File: src/inc/asx_pkg.sv
`default_nettype none
package asx_pkg;
    // ----------------------------------------
    // widths
    // ----------------------------------------
    localparam int ADDR_W = 19;
    localparam int DATA_W = 16;
    localparam int BE_W = 2;
    localparam int LO_BYTE = 0;
    localparam int HI_BYTE = 1;
    // ----------------------------------------
    // clock and pin timing, ns
    // ----------------------------------------
    localparam int CLK_PERIOD_NS = 25;
    localparam int T_RC_NS = 70;
    localparam int T_AA_NS = 70;
    localparam int T_OE_NS = 35;
    localparam int T_HZ_NS = 25;
    localparam int T_WHZ_NS = 20;
    localparam int T_WC_NS = 70;
    localparam int T_CW_NS = 60;
    localparam int T_AW_NS = 60;
    localparam int T_AS_NS = 0;
    localparam int T_WP_NS = 50;
    localparam int T_WR_NS = 0;
    localparam int T_DW_NS = 30;
    localparam int T_DH_NS = 0;
    // ----------------------------------------
    // cycle counts: minimums rounded up, at least one
    // ----------------------------------------
    function automatic int ceil_cyc(input int ns);
        int c;
        c = (ns + CLK_PERIOD_NS - 1) / CLK_PERIOD_NS;
        return (c < 1) ? 1 : c;
    endfunction
    localparam int RD_ACC_CYC = ceil_cyc(T_AA_NS);
    localparam int RD_CYC = ceil_cyc(T_RC_NS);
    localparam int RD_HZ_CYC = ceil_cyc(T_HZ_NS);
    localparam int WR_SETUP_CYC = ceil_cyc(T_AS_NS);
    localparam int WR_PULSE_CYC = ceil_cyc((T_WP_NS > T_CW_NS) ? T_WP_NS : T_CW_NS);
    localparam int WR_PRE_CYC = ceil_cyc(T_WHZ_NS);
    localparam int WR_HOLD_CYC = ceil_cyc(T_WR_NS);
    localparam int CNT_W = 3;
    localparam logic [CNT_W-1:0] CNT_ZERO = 3'h0;
    localparam logic [DATA_W-1:0] DATA_ZERO = 16'h0000;
    localparam logic [ADDR_W-1:0] ADDR_ZERO = 19'h00000;
    localparam logic [BE_W-1:0] BE_OFF = 2'h3;
    typedef enum logic [2:0] {
        ASX_IDLE, ASX_RD_ACC, ASX_RD_REC, ASX_WR_PRE, ASX_WR_PULSE, ASX_WR_HOLD
    } asx_state_t;
endpackage
`default_nettype wire

File: src/hw/asx_lane_mux.sv
`timescale 1ns/10ps
`default_nettype none
// ----------------------------------------
// per-byte-lane merge of captured read data
// ----------------------------------------
module asx_lane_mux import asx_pkg::*; (
    // lanes
    input wire logic [BE_W-1:0] lane_en,
    input wire logic [DATA_W-1:0] new_data,
    input wire logic [DATA_W-1:0] old_data,
    output logic [DATA_W-1:0] merged
);
    genvar g;
    generate
        for (g = 0; g < BE_W; g++) begin : g_lane
            assign merged[g*8 +: 8] = lane_en[g] ? new_data[g*8 +: 8] : old_data[g*8 +: 8];
        end
    endgenerate
endmodule // asx_lane_mux
`default_nettype wire

File: src/hw/asx_sram_host.sv
`timescale 1ns/10ps
`default_nettype none
// What this block does
// [RULE_01] read: write high, output low, selected
// [RULE_02] standby when deselected or no byte lanes
// [RULE_03] write only during full select overlap
// [RULE_04] selects active before write-enable falls
// [RULE_05] write recovery at least zero ns
// [RULE_06] never drive data against device output
// [RULE_07] output enable to data within 35 ns
// [RULE_08] read sampled 70 ns after setup
// [RULE_09] device low-z delays tolerated
// [RULE_10] device releases bus within 25 ns
// [RULE_11] previous data held 10 ns
// [RULE_12] select 60 ns, cycle 70, pulse 50
// [RULE_13] address, byte enables 60 ns stable
// [RULE_14] data 30 ns before end, hold 0
// [RULE_15] device goes high-z 20 ns after write-enable
// [RULE_16] device may drive 5 ns after write
// [RULE_17] lower lane bits 7:0, upper 15:8
// [RULE_18] 512K words, 19-bit word address
module asx_sram_host import asx_pkg::*; (
    // clock and reset
    input wire logic clk,
    input wire logic srst,
    // user request
    input wire logic req_valid,
    output logic req_ready,
    input wire logic req_write,
    input wire logic [ADDR_W-1:0] req_addr,
    input wire logic [DATA_W-1:0] req_wdata,
    input wire logic [BE_W-1:0] req_byte_en,
    // user answer
    output logic rsp_valid,
    output logic [DATA_W-1:0] rsp_rdata,
    // sram pins
    output logic [ADDR_W-1:0] sram_addr,
    output logic sram_select_active_low,
    output logic sram_select_active_high,
    output logic sram_output_enable_n,
    output logic sram_write_enable_n,
    output logic lower_byte_enable_n,
    output logic upper_byte_enable_n,
    input wire logic [DATA_W-1:0] sram_data_in,
    output logic [DATA_W-1:0] sram_data_out,
    output logic sram_data_oe
);
    // ----------------------------------------
    // state
    // ----------------------------------------
    asx_state_t state_ff, nxt_state;
    logic [CNT_W-1:0] cnt_ff, nxt_cnt;
    logic [ADDR_W-1:0] addr_ff;
    logic [DATA_W-1:0] wdata_ff;
    logic [BE_W-1:0] be_ff;
    logic wr_ff;
    logic sel_ff, oe_ff, we_ff, doe_ff;
    logic rsp_valid_ff;
    logic [DATA_W-1:0] rdata_ff;
    logic [DATA_W-1:0] merged;

    function automatic logic [CNT_W-1:0] cyc(input int n);
        return CNT_W'(n - 1);
    endfunction

    assign req_ready = (state_ff == ASX_IDLE);

    // ----------------------------------------
    // sequencer
    // ----------------------------------------
    always_comb begin
        nxt_state = state_ff;
        nxt_cnt = cnt_ff;
        case (state_ff)
            ASX_IDLE: begin
                if (req_valid && (req_byte_en != 2'h0)) begin
                    // selects asserted here with write-enable still high, so device outputs
                    // may turn on briefly; we wait them out before driving data
                    nxt_state = req_write ? ASX_WR_PRE : ASX_RD_ACC;
                    nxt_cnt = req_write ? cyc(WR_PRE_CYC + WR_SETUP_CYC - 1) : cyc(RD_ACC_CYC); // [RULE_08]
                end
            end
            ASX_RD_ACC: begin
                if (cnt_ff == CNT_ZERO) begin
                    nxt_state = ASX_RD_REC;
                    nxt_cnt = cyc(RD_HZ_CYC); // [RULE_10]
                end else begin
                    nxt_cnt = cnt_ff - 3'h1;
                end
            end
            ASX_RD_REC: begin
                if (cnt_ff == CNT_ZERO) begin
                    nxt_state = ASX_IDLE;
                end else begin
                    nxt_cnt = cnt_ff - 3'h1;
                end
            end
            ASX_WR_PRE: begin
                if (cnt_ff == CNT_ZERO) begin
                    nxt_state = ASX_WR_PULSE;
                    nxt_cnt = cyc(WR_PULSE_CYC); // [RULE_12]
                end else begin
                    nxt_cnt = cnt_ff - 3'h1;
                end
            end
            ASX_WR_PULSE: begin
                if (cnt_ff == CNT_ZERO) begin
                    nxt_state = ASX_WR_HOLD;
                    nxt_cnt = cyc(WR_HOLD_CYC); // [RULE_05]
                end else begin
                    nxt_cnt = cnt_ff - 3'h1;
                end
            end
            ASX_WR_HOLD: begin
                if (cnt_ff == CNT_ZERO) begin
                    nxt_state = ASX_IDLE;
                end else begin
                    nxt_cnt = cnt_ff - 3'h1;
                end
            end
            default: begin
                nxt_state = ASX_IDLE;
                nxt_cnt = CNT_ZERO;
            end
        endcase
    end

    always_ff @(posedge clk) begin
        if (srst) begin
            state_ff <= ASX_IDLE;
            cnt_ff <= CNT_ZERO;
        end else begin
            state_ff <= nxt_state;
            cnt_ff <= nxt_cnt;
        end
    end

    // ----------------------------------------
    // request capture; held whole cycle
    // ----------------------------------------
    always_ff @(posedge clk) begin
        if (srst) begin
            addr_ff <= ADDR_ZERO;
            wdata_ff <= DATA_ZERO;
            be_ff <= 2'h0;
            wr_ff <= 1'b0;
        end else if (req_ready && req_valid) begin
            addr_ff <= req_addr; // [RULE_13] [RULE_18]
            wdata_ff <= req_wdata; // [RULE_14]
            be_ff <= req_byte_en;
            wr_ff <= req_write;
        end
    end

    // ----------------------------------------
    // pin strobes, all from flops
    // ----------------------------------------
    always_ff @(posedge clk) begin
        if (srst) begin
            sel_ff <= 1'b0;
            oe_ff <= 1'b0;
            we_ff <= 1'b0;
            doe_ff <= 1'b0;
        end else begin
            // selects span whole access so write-enable is the last to fall and first to rise
            sel_ff <= (nxt_state != ASX_IDLE); // [RULE_02] [RULE_04] [RULE_12]
            oe_ff <= (nxt_state == ASX_RD_ACC); // [RULE_01] [RULE_07]
            we_ff <= (nxt_state == ASX_WR_PULSE); // [RULE_03]
            // drive data only while write-enable is low, device is then high-z
            doe_ff <= (nxt_state == ASX_WR_PULSE); // [RULE_06] [RULE_15] [RULE_16]
        end
    end

    assign sram_addr = addr_ff;
    assign sram_select_active_low = ~sel_ff;
    assign sram_select_active_high = sel_ff;
    assign sram_output_enable_n = ~oe_ff;
    assign sram_write_enable_n = ~we_ff;
    assign lower_byte_enable_n = ~(sel_ff & be_ff[LO_BYTE]); // [RULE_17]
    assign upper_byte_enable_n = ~(sel_ff & be_ff[HI_BYTE]); // [RULE_17]
    assign sram_data_out = wdata_ff;
    assign sram_data_oe = doe_ff;

    // ----------------------------------------
    // read capture, disabled lanes keep old value
    // ----------------------------------------
    asx_lane_mux u_lane_mux (
        .lane_en(be_ff),
        .new_data(sram_data_in),
        .old_data(rdata_ff),
        .merged(merged)
    );

    always_ff @(posedge clk) begin
        if (srst) begin
            rdata_ff <= DATA_ZERO;
            rsp_valid_ff <= 1'b0;
        end else begin
            // sample at end of access, before output enable drops; hold margin is ample
            rsp_valid_ff <= 1'b0;
            if (state_ff == ASX_RD_ACC && cnt_ff == CNT_ZERO) begin
                rdata_ff <= merged; // [RULE_08] [RULE_11]
                rsp_valid_ff <= 1'b1;
            end else if (state_ff == ASX_WR_HOLD && cnt_ff == CNT_ZERO) begin
                rsp_valid_ff <= 1'b1;
            end
        end
    end

    assign rsp_valid = rsp_valid_ff;
    assign rsp_rdata = rdata_ff;
endmodule // asx_sram_host
`default_nettype wire

File: config.mk
export PLATFORM = sky130hd
export DESIGN_NAME = asx_sram_host
export DESIGN_NICKNAME = d
export VERILOG_FILES = /design/src/inc/asx_pkg.sv /design/src/hw/asx_lane_mux.sv /design/src/hw/asx_sram_host.sv
export SDC_FILE = /design/constraint.sdc
export NUM_CORES = 1
export LEC_CHECK = 0
export BUFFER_PORTS_ARGS = -buffer_cell sky130_fd_sc_hd__buf_4
export CAP_MARGIN = 20
export CORE_AREA = 2 2 78 80
export CTS_CLUSTER_DIAMETER = 40
export CTS_CLUSTER_SIZE = 40
export DETAILED_ROUTE_END_ITERATION = 8
export DIE_AREA = 0 0 80 82
export PLACE_DENSITY = 0.83
export SLEW_MARGIN = 20
export SYNTH_ARGS = -nofsm -noshare
export SYNTH_HDL_FRONTEND = slang
export SYNTH_SLANG_ARGS = --single-unit
File: constraint.sdc
create_clock -name clk -period 3 [get_ports clk]
set_input_delay 0.15 -clock clk [delete_from_list [all_inputs] [get_ports clk]]
set_output_delay 0.15 -clock clk [all_outputs]
set_load 0.05 [all_outputs]
; ---- Word level (Yosys, flattened, before mapping)
; Cells that the tools add are included.
[op_classes]
n_reduce_logical = 13
n_mux = 15
n_bitwise = 7
eq_ne = 9
addsub = 1
[ops]
columns = cell, count
row1 = $mux 3, 9
row2 = $pmux 3 s5, 1
row3 = $pmux 3 s4, 1
row4 = $eq 3x3->1 const B, 3
row5 = $eq 3x1->1 const B, 2
row6 = $eq 3x2->1 const B, 2
row7 = $logic_not 3->1, 2
row8 = $reduce_and 2->1, 3
row9 = $not 1->1, 5
row10 = $logic_and 1x1->1, 4
row11 = $mux 2, 2
row12 = $reduce_or 2->1, 2
row13 = $reduce_bool 3->1, 1
row14 = $sub 3x1->3 const B, 1
row15 = $and 1x1->1, 2
row16 = $mux 1, 2
row17 = $ne 2x1->1 const B, 1
row18 = $ne 2x2->1 const B, 1
row19 = $reduce_bool 2->1, 1
[totals]
elab_cells = 56
inputBits = 57
output_inout_bits = 60
ff_bits = 63

; ---- Longest topological paths before layout
; Gate-level depths: netlist (run 1).
[depth]
word_depth = 5
depth_mapped = 7
mapped_depth_nobuf = 6

; ---- Hierarchy
; A second synthesis (run 1) with hierarchy kept.
[unflattened]
hier_cells = 323
area_unflattened_um2 = 2747.6
[modules_own_cells]
columns = mod, cells_each, area_each_um2, seq_area_each_um2, instances
row1 = asx_sram_host, 305, 2484.9, 1261.2, 1
row2 = asx_lane_mux, 18, 262.8, 0.0, 1

; ---- Worst setup path before layout (run 1)
; OpenSTA, ideal clock, no wires.
[synth_timing]
path_kind = reg-to-reg
start = reg state_ff[1]
end = reg addr_ff[0] (netlist: sram_addr[0])
required_ps = 2868
stages_incl_launch_ff = 7
setup_time_ps = 132
arrival_time_ps = 1623
setup_slack_ps = 1245
synth_period_minus_slack_ps = 1755
path_cell_list = dfxtp_1 -> buf_4 -> nor3_4 -> nand2_1 -> clkbuf_1 -> nand2_1 -> a21oi_1
[synth_between]
elab_chain_cells = 2
[synth_lines]
columns = item, line
row1 = start: declaration, asx_sram_host.sv:51  ; asx_state_t state_ff, nxt_state;
row2 = start signal: assignment, asx_sram_host.sv:133  ; state_ff <= nxt_state;
row3 = $logic_not 3->1, asx_sram_host.sv:66  ; assign req_ready = (state_ff == ASX_IDLE);
row4 = net req_ready, asx_sram_host.sv:28  ; output logic req_ready,
row5 = $logic_and 1x1->1, asx_sram_host.sv:147  ; end else if (req_ready && req_valid) begin
row6 = end signal: assignment, asx_sram_host.sv:148  ; addr_ff <= req_addr;
row7 = end: declaration, asx_sram_host.sv:53  ; logic [ADDR_W-1:0] addr_ff;
; The timed path passes the listed nets, and every way through them passes these cells.
; A chain may end at the register's enable or synchronous reset.

; ---- Worst setup path in the final report (run 1)
[layout_timing]
start = reg state_ff[1]
end = reg cnt_ff[0]
[layout_between]
elab_chain_cells = 4
elab_cells_between_ends = 12
classes_between = eq/ne (7) / mux (1) / reduce/logical (4)
[layout_lines]
columns = item, line
row1 = $eq 3x3->1 / $eq 3x2->1 (equally long branches), asx_sram_host.sv:74  ; case (state_ff)
row2 = $reduce_or 2->1 (no line), n/a
row3 = $ne 2x2->1 (no line), n/a
row4 = $reduce_and 2->1 (no line), n/a
row5 = end signal: assignment, asx_sram_host.sv:134  ; cnt_ff <= nxt_cnt;
row6 = end: declaration, asx_sram_host.sv:52  ; logic [CNT_W-1:0] cnt_ff, nxt_cnt;
; Several ways; a longest one is shown, not always the timed one.

==> results.cfg, run 1 <==
[critical_path]
path_cells = mux2_2 -> o21ai_1 -> mux2_2
cp_data_required_time_ns = 3.22
critPathKind = reg -> reg
arrival_ns = 2.07
crit_start = state_ff[1]
slowest_stage = dfxtp_1
crit_path_max_fanout = 17
endpoint_kind = register
cpPeakStageDelay_ns = 0.74
path_common_cell = mux2_2
cp-start-kind = register
reg2reg_from = state_ff[1]

[place]
dp.final_hpwl_um = 4280
gp_congestion = 0.937
place.port_buffers = 116
dpl_cell_area_mm2 = 0.00336

[clock_network]
cts_buffer_depth = 2
postCtsSetupRepairBufs = 0
clkSinkCount = 63
clk_pin_slew_ns = 0.06
insertion_delay_ns = 0.33
cts_tree = yes
cts-root-buf = clkbuf_8
htreeDepth = 3
cts_made_buffers = 9
cts_resized = 0
ctsHoldBuffers = 0

[sta]
maxSlewHeadroom = 0.568
finalCritPeriodShare = 0.617
rsz0062_at_grt = no
hold_violations = 0
worstMarginPinSlew_ns = 0.648
skew_ns = 0.00912
fmax_mhz = 540
tns_ns = 0
period_needed_ns = 1.85
slew_violations = 0
setup_viol = 0

[logic_synthesis]
synth_top_area_share = 0.508
synthCells = 290
yosysTopAreaCell = dfxtp_1
synth_area_mm2 = 0.00248
yosysWarnings = 0
synth_area_leaders = dfxtp_1 (51%), nand2_1 (12%), a21oi_1 (8.1%), mux2i_1 (6.4%), nor2_1 (3.3%)
ys_seq_area_frac = 0.508
ys_ff_latch = 63
synthesis.nets = 349
synth.avg_cell_area_um2 = 8.56
synth.distinct_cells = 39

[layout]
postLayoutCoreUtil = 0.624
final_nets = 459
regArea_mm2 = 0.00126
drive_gt1_frac = 0.346
final_cell_mix = buf_4 (120), nand2_1 (80), dfxtp_1 (63)
multi_input_area_mm2 = 0.00107
layout_commonest_cell = buf_4
synthToLayoutAreaGrowth_pct = 44.3
fin_area_mm2 = 0.00358
n_antenna_cell = 0
n_fill_cell = 515

[hold_path]
min_from = sram_data_in[4]
hp-class = in -> reg

[floorplan]
dieWidth_um = 80
core_area_mm2 = 0.00575
die_h_um = 82
fp.dieArea_mm2 = 0.00656
fp-row-count = 28
initial_core_util = 0.432
io_pins = 117

[status]
status = completed

[grt]
grt_start_max_net_pins = 65
grt-ovfl-total = 0
grt_pass1_wl_um = 9580
antenna_found_initial = 0
grt_pass1_vias = 2142
grtUsageTotal = 0.188

[routing]
drt-pass1-iter-count = 4
drt-vias-per-instance = 4.95
drt_iter0_drc = 139
routed_wl_um = 6170
drtAntennaViolNets = 0
wl_per_cell_um = 12.8
vias = 2376
drc = 0

[pwr]
p_total_mw = 3.16
powerDensity_mw_per_mm2 = 882
p_leak_nw = 1.58
ir_drop_mv = 0.425

[run]
maxCapViolCount = 0
layout make-up:
type	instances	share of cell area
sequential	63	0.352
inverter	10	0.0105
tap	75	0.0262
clock inverter	3	0.0182
multi-input combinational	196	0.297
timing repair buffer	120	0.251
clock buffer	13	0.0443
per-layer routing:
layer	wire, um	vias up	track usage
li1	-	1178	-
met5	0	-	0
met4	105	0	0.114
met3	537	10	0.0615
met1	2480	1085	0.219
met2	3040	103	0.301
critical path: cells and delay by family (launching register included):
family / cells / cell delay (ns)
DFF: 1 / 0.74
muxes: 2 / 0.78
AOI/OAI and AO/OA: 1 / 0.23
kinds of logic after synthesis:
family	synth area share
mux	0.0735
flops	0.508
compound gates	0.132
buf+inv	0.0680
fa+ha+maj	0.0101
simple gates	0.209
final timing paths:
check / end / slack, ns / cells after the start
max: cnt_ff[0] / 1.15 / 3
min: rsp_rdata[4] / 0.06 / 3
max reg2reg: cnt_ff[0] / 1.15 / 3
min reg2reg: sram_addr[16] / 0.45 / 2
through the flow:
step / cells / hold WS, ns / setup WS [ns]
floorplan: 290 / 0.286 / 1.24
global placement: 464 / 0.381 / 1.25
detailed placement: 464 / 0.395 / 1.18
CTS: 480 / 0.0432 / 1.17
global route: 480 / 0.0481 / 1.07
finish: 480 / 0.0572 / 1.15
where the power goes:
part	internal, mW	switching [mW]	total (mW)
combinational	0.415	0.843	1.26
sequential	0.975	0.117	1.09
clock	0.513	0.299	0.812
total	1.90	1.26	3.16
state kept, by name (all words and copies together) (netlist names):
signal / cells
be_ff: 2
cnt_ff: 3
oe_ff: 1
rsp_rdata: 16
rsp_valid: 1
sram_addr: 19
sram_data_oe: 1
sram_data_out: 16
sram_select_active_high: 1
state_ff: 3
cell usage after synthesis, drive strengths merged:
library cell and instances:
a211oi 1, nor4b 2, clkbuf 10, o21ai 2, nor2 22, nor2b 1, nand2 80, a21boi 1
and2 1, and3 1, o41ai 1, a32oi 1, nand2b 1, buf 11, o31a 1, nand3 2
or4b 1, a21o 1, nand3b 2, mux2i 16, dfxtp 63, or2 1, and3b 1, a311o 1
o2bb2ai 1, or3b 1, mux2 2, a21oi 40, o21a 2, nor3b 1, nor3 3, a31oi 1
o32a 2, ha 2, a311oi 1, inv 10
No activity file was read; power rests on OpenSTA's default activity.
==> run 2, diff against run 1 <==
clock period = 1.8 ns   (was 3 ns; I/O delays follow)
==> results.cfg, run 2 (synthesis gave the netlist of run 1 again) <==
[routing]
drc = 0
wl_per_cell_um = 13.1
routed_wl_um = 6790
drtAntennaViolNets = 0
drt-vias-per-instance = 4.85
drt_iter0_drc = 137
vias = 2505
drt-pass1-iter-count = 4

[floorplan]
initial_core_util = 0.432
fp-row-count = 28
core_area_mm2 = 0.00575
io_pins = 117
dieWidth_um = 80
die_h_um = 82
fp.dieArea_mm2 = 0.00656

[pwr]
p_comb_frac = 0.430
p_int_mw = 3.31
switching_share = 0.396
power_frac_clock = 0.242
powerDensity_mw_per_mm2 = 1380
ir_drop_mv = 0.669
netSwitchingPower_mw = 2.17
p_leak_nw = 1.75
seq_power_share = 0.328

[hold_path]
hold_path_depth = 3
hp-class = in -> reg
min_from = req_addr[13]
holdPathEnd = sram_addr[13]

[critical_path]
cp_data_required_time_ns = 1.99
reg2reg_depth = 7
rrSetupSlack_ns = 0.10
crit_path_max_fanout = 8
critPathKind = reg -> reg
reg2reg_to = rsp_rdata[5]
reg2reg_from = cnt_ff[0]
cp-start-kind = register
arrival_ns = 1.89
endpoint_kind = register

[sta]
fmax_mhz = 588
rsz0062_at_grt = no
tns_ns = 0
skew_ns = 0.00702
period_needed_ns = 1.70
slew_violations = 0
maxSlewHeadroom = 0.734
hold_violations = 0
finalCritPeriodShare = 0.944
worstMarginPinSlew_ns = 0.398
setup_viol = 0

[status]
status = completed

[layout]
largest_reg_flops = 19
layout_commonest_cell = buf_4
n_antenna_cell = 0
postLayoutCoreUtil = 0.689
final_cell_mix = buf_4 (128), nand2_1 (80), dfxtp_1 (61)
drive_gt1_frac = 0.355
synthToLayoutAreaGrowth_pct = 59.4
final_nets = 496

[grt]
grt.met2_usage = 0.352
grt_pass1_wl_um = 10200
globalRoute.busiestLayer = met2
antenna_found_initial = 0
grt_pass1_vias = 2278
grt_start_max_net_pins = 39
grtUsageTotal = 0.201
grt-ovfl-total = 0
use_met3 = 0.0670
grtUsageMet1 = 0.223

[clock_network]
htreeDepth = 3
cts_buffer_depth = 2
cts_tree = yes
cts_made_buffers = 9
clkSinkCount = 63
insertion_delay_ns = 0.32
cts-root-buf = clkbuf_8
clk_pin_slew_ns = 0.07

[place]
dp.final_hpwl_um = 4600
place.port_buffers = 116
gp_congestion = 0.952

[run]
maxCapViolCount = 0
==> run 2: final cells by class <==
class | count | area (um2)
well taps | 75 | 93.8
fillers | 476 | 1790
repair buffers | 157 | 1260
inverters | 10 | 37.5
clock inverters | 6 | 83.8
clock buffers | 10 | 138
flip-flops and latches | 63 | 1260
multi-input cells | 196 | 1080
==> run 2: through the flow <==
stage	total power, mW	hold WS [ns]	std cells	cell area, um2	setup slack [ns]
2_1_floorplan	3.39	0.226	290	2480	0.0447
4_1_cts	5.44	0.000342	512	3900	0.00819
3_3_place_gp	3.99	0.321	470	3420	0.125
3_5_place_dp	4.05	0.336	470	3420	0.0114
6_report	5.48	0.0110	517	3960	0.100
5_1_grt	5.77	0.00258	517	3960	0.000757
==> run 2: power groups by stage <==
| stage | Combinational (mW) | Sequential (mW) | Clock, mW |
|---|---|---|---|
| after global placement | 2.18 | 1.81 | 0 |
| after floorplan | 1.07 | 2.33 | 0 |
| after global routing | 2.52 | 1.82 | 1.43 |
| after CTS | 2.28 | 1.79 | 1.38 |
| after detailed placement | 2.23 | 1.82 | 0 |
| final | 2.35 | 1.80 | 1.33 |
==> run 2: metal layers <==
layer | up-vias | routed length (um)
met2 | 95 | 3440
li1 | 1256 | -
met4 | 0 | 91
met1 | 1146 | 2800
met3 | 8 | 458
met5 | - | 0
==> run 2: timing repair <==
action                                  CTS  global route
endpoints found under the hold margin    26             2
endpoints found under the setup margin    0            18
hold buffers                             26             2
setup buffers                             0             3
gates resized for setup                   0             7
==> run 2: worst max-delay path by stage <==
stage	from	endpoint	slack [ns]	cells after the start
final	cnt_ff[0]	rsp_rdata[5]	0.10	7
after global routing	cnt_ff[0]	rsp_rdata[5]	0.0008	7
after CTS	cnt_ff[0]	rsp_rdata[12]	0.008	7
after detailed placement	cnt_ff[0]	rsp_rdata[12]	0.01	7
after global placement	cnt_ff[0]	rsp_rdata[15]	0.13	7
after floorplan	state_ff[1]	sram_addr[0]	0.04	6
==> run 2: critical path: stages (launching register included) <==
cell and delay (ns):
dfxtp_2 0.32, inv_2 0.07, ha_4 0.15, nand3b_1 0.15, nor4b_2 0.33, buf_4 0.24, mux2i_1 0.22, nor2_1 0.08
==> run 3, diff against run 2 <==
CAP_MARGIN = 10   (was 20)
CELL_PAD_IN_SITES_DETAIL_PLACEMENT = 1   (was default)
CELL_PAD_IN_SITES_GLOBAL_PLACEMENT = 1   (was default)
CORE_AREA = 2 2 92 94   (was 2 2 78 80)
DIE_AREA = 0 0 94 96   (was 0 0 80 82)
==> results.cfg, run 3 (synthesis gave the netlist of run 1 again) <==
[clock_network]
insertion_delay_ns = 0.33
clk_pin_slew_ns = 0.06
htreeDepth = 3
cts_tree = yes
cts_made_buffers = 9
cts_buffer_depth = 2
cts-root-buf = clkbuf_8
clkSinkCount = 63

[sta]
hold_violations = 0
skew_ns = 0.00805
fmax_mhz = 585
maxSlewHeadroom = 0.647
setup_viol = 0
worstMarginPinSlew_ns = 0.529
period_needed_ns = 1.71
slew_violations = 0
setup_slack_ns = 0.0903
finalCritPeriodShare = 0.950

[critical_path]
cp_data_required_time_ns = 2.01
critPathKind = reg -> reg
crit_path_max_fanout = 14
cp-start-kind = register
arrival_ns = 1.92
endpoint_kind = register

[layout]
final_nets = 494
layout_commonest_cell = buf_4
synthToLayoutAreaGrowth_pct = 58.6
postLayoutCoreUtil = 0.489
stdcell_count = 545
largest_reg_flops = 19
final_cell_mix = buf_4 (127), nand2_1 (80), dfxtp_1 (62)
n_antenna_cell = 0
drive_gt1_frac = 0.343

[grt]
grtUsageMet1 = 0.190
grt_pass1_vias = 2676
grt-ovfl-total = 0
grt_pass1_wl_um = 12500
antenna_found_initial = 0
globalRoute.busiestLayer = met2
grt.met2_usage = 0.332
use_met3 = 0.0532
grt_start_max_net_pins = 34
grtUsageTotal = 0.179

[routing]
drt-vias-per-instance = 4.68
drtAntennaViolNets = 0
wl_per_cell_um = 14.9
drc = 0
routed_wl_um = 8100
drt-pass1-iter-count = 4
vias = 2548
drt_iter0_drc = 119

[pwr]
powerDensity_mw_per_mm2 = 1360
netSwitchingPower_mw = 2.22
p_leak_nw = 1.72
power_frac_clock = 0.222
p_comb_frac = 0.436
p_total_mw = 5.35
ir_drop_mv = 0.405
switching_share = 0.415
p_int_mw = 3.13
seq_power_share = 0.341

[floorplan]
fp.dieArea_mm2 = 0.00902
io_pins = 117
fp-row-count = 33
initial_core_util = 0.308
die_h_um = 96
dieWidth_um = 94
core_area_mm2 = 0.00805

[place]
place_inst = 500
dp.final_hpwl_um = 5430
gp_congestion = 0.880
pre_cts_ws_ns = -0.00636
place.port_buffers = 116

[hold_path]
hp-class = in -> reg

[status]
status = completed

[run]
maxCapViolCount = 0
==> run 3: worst max-delay path: stages (launching register included) <==
cell	delay [ns]
dfxtp_1	0.65
mux2_2	0.41
o21ai_1	0.18
mux2_2	0.36
==> run 3: final timing paths <==
| kind | from | endpoint | slack, ns | cells after the start |
|---|---|---|---|---|
| worst max-delay path | state_ff[1] | cnt_ff[0] | 0.09 | 3 |
| worst min-delay path | sram_data_in[4] | rsp_rdata[4] | 0.02 | 3 |
| worst max register to register | state_ff[1] | cnt_ff[0] | 0.09 | 3 |
| worst min register to register | sram_addr[6] | sram_addr[6] | 0.46 | 2 |
==> run 3: stage by stage <==
step	hold WS (ns)	setup TNS (ns)	instance area, um2
after floorplan	0.226	0	2480
after global placement	0.321	0	3440
after detailed placement	0.339	-0.00636	3440
after CTS	0.000222	0	3920
after global routing	0.00490	-0.000550	3940
final	0.0161	0	3940
==> run 3: layout make-up <==
cell class                      instances  area (um2)
Fill cell                             978        4110
Inverter                               10        37.5
Clock inverter                          4        45.0
Tap cell                              105         131
Sequential cell                        63        1260
Multi-Input combinational cell        196        1080
Clock buffer                           12         145
Timing Repair Buffer                  155        1230
==> run 3: timing repair <==
item                                   CTS  global route
setup buffers                            1             0
pin swaps                                1             2
resized for setup                        1             4
hold buffers                            28             0
endpoints found under the hold margin   28             0
setup endpoints to repair                1            10
==> run 3: power groups by stage <==
stage	Clock (mW)	Sequential (mW)	Combinational [mW]
2_1_floorplan	0	2.33	1.07
3_3_place_gp	0	1.83	2.16
3_5_place_dp	0	1.85	2.21
4_1_cts	1.23	1.82	2.29
5_1_grt	1.31	1.85	2.51
6_report	1.19	1.83	2.33
==> run 3: metal layers <==
| layer | up-vias | wire, um |
|---|---|---|
| li1 | 1246 | - |
| met1 | 1202 | 3260 |
| met2 | 90 | 4200 |
| met3 | 10 | 530 |
| met4 | 0 | 119 |
| met5 | - | 0 |
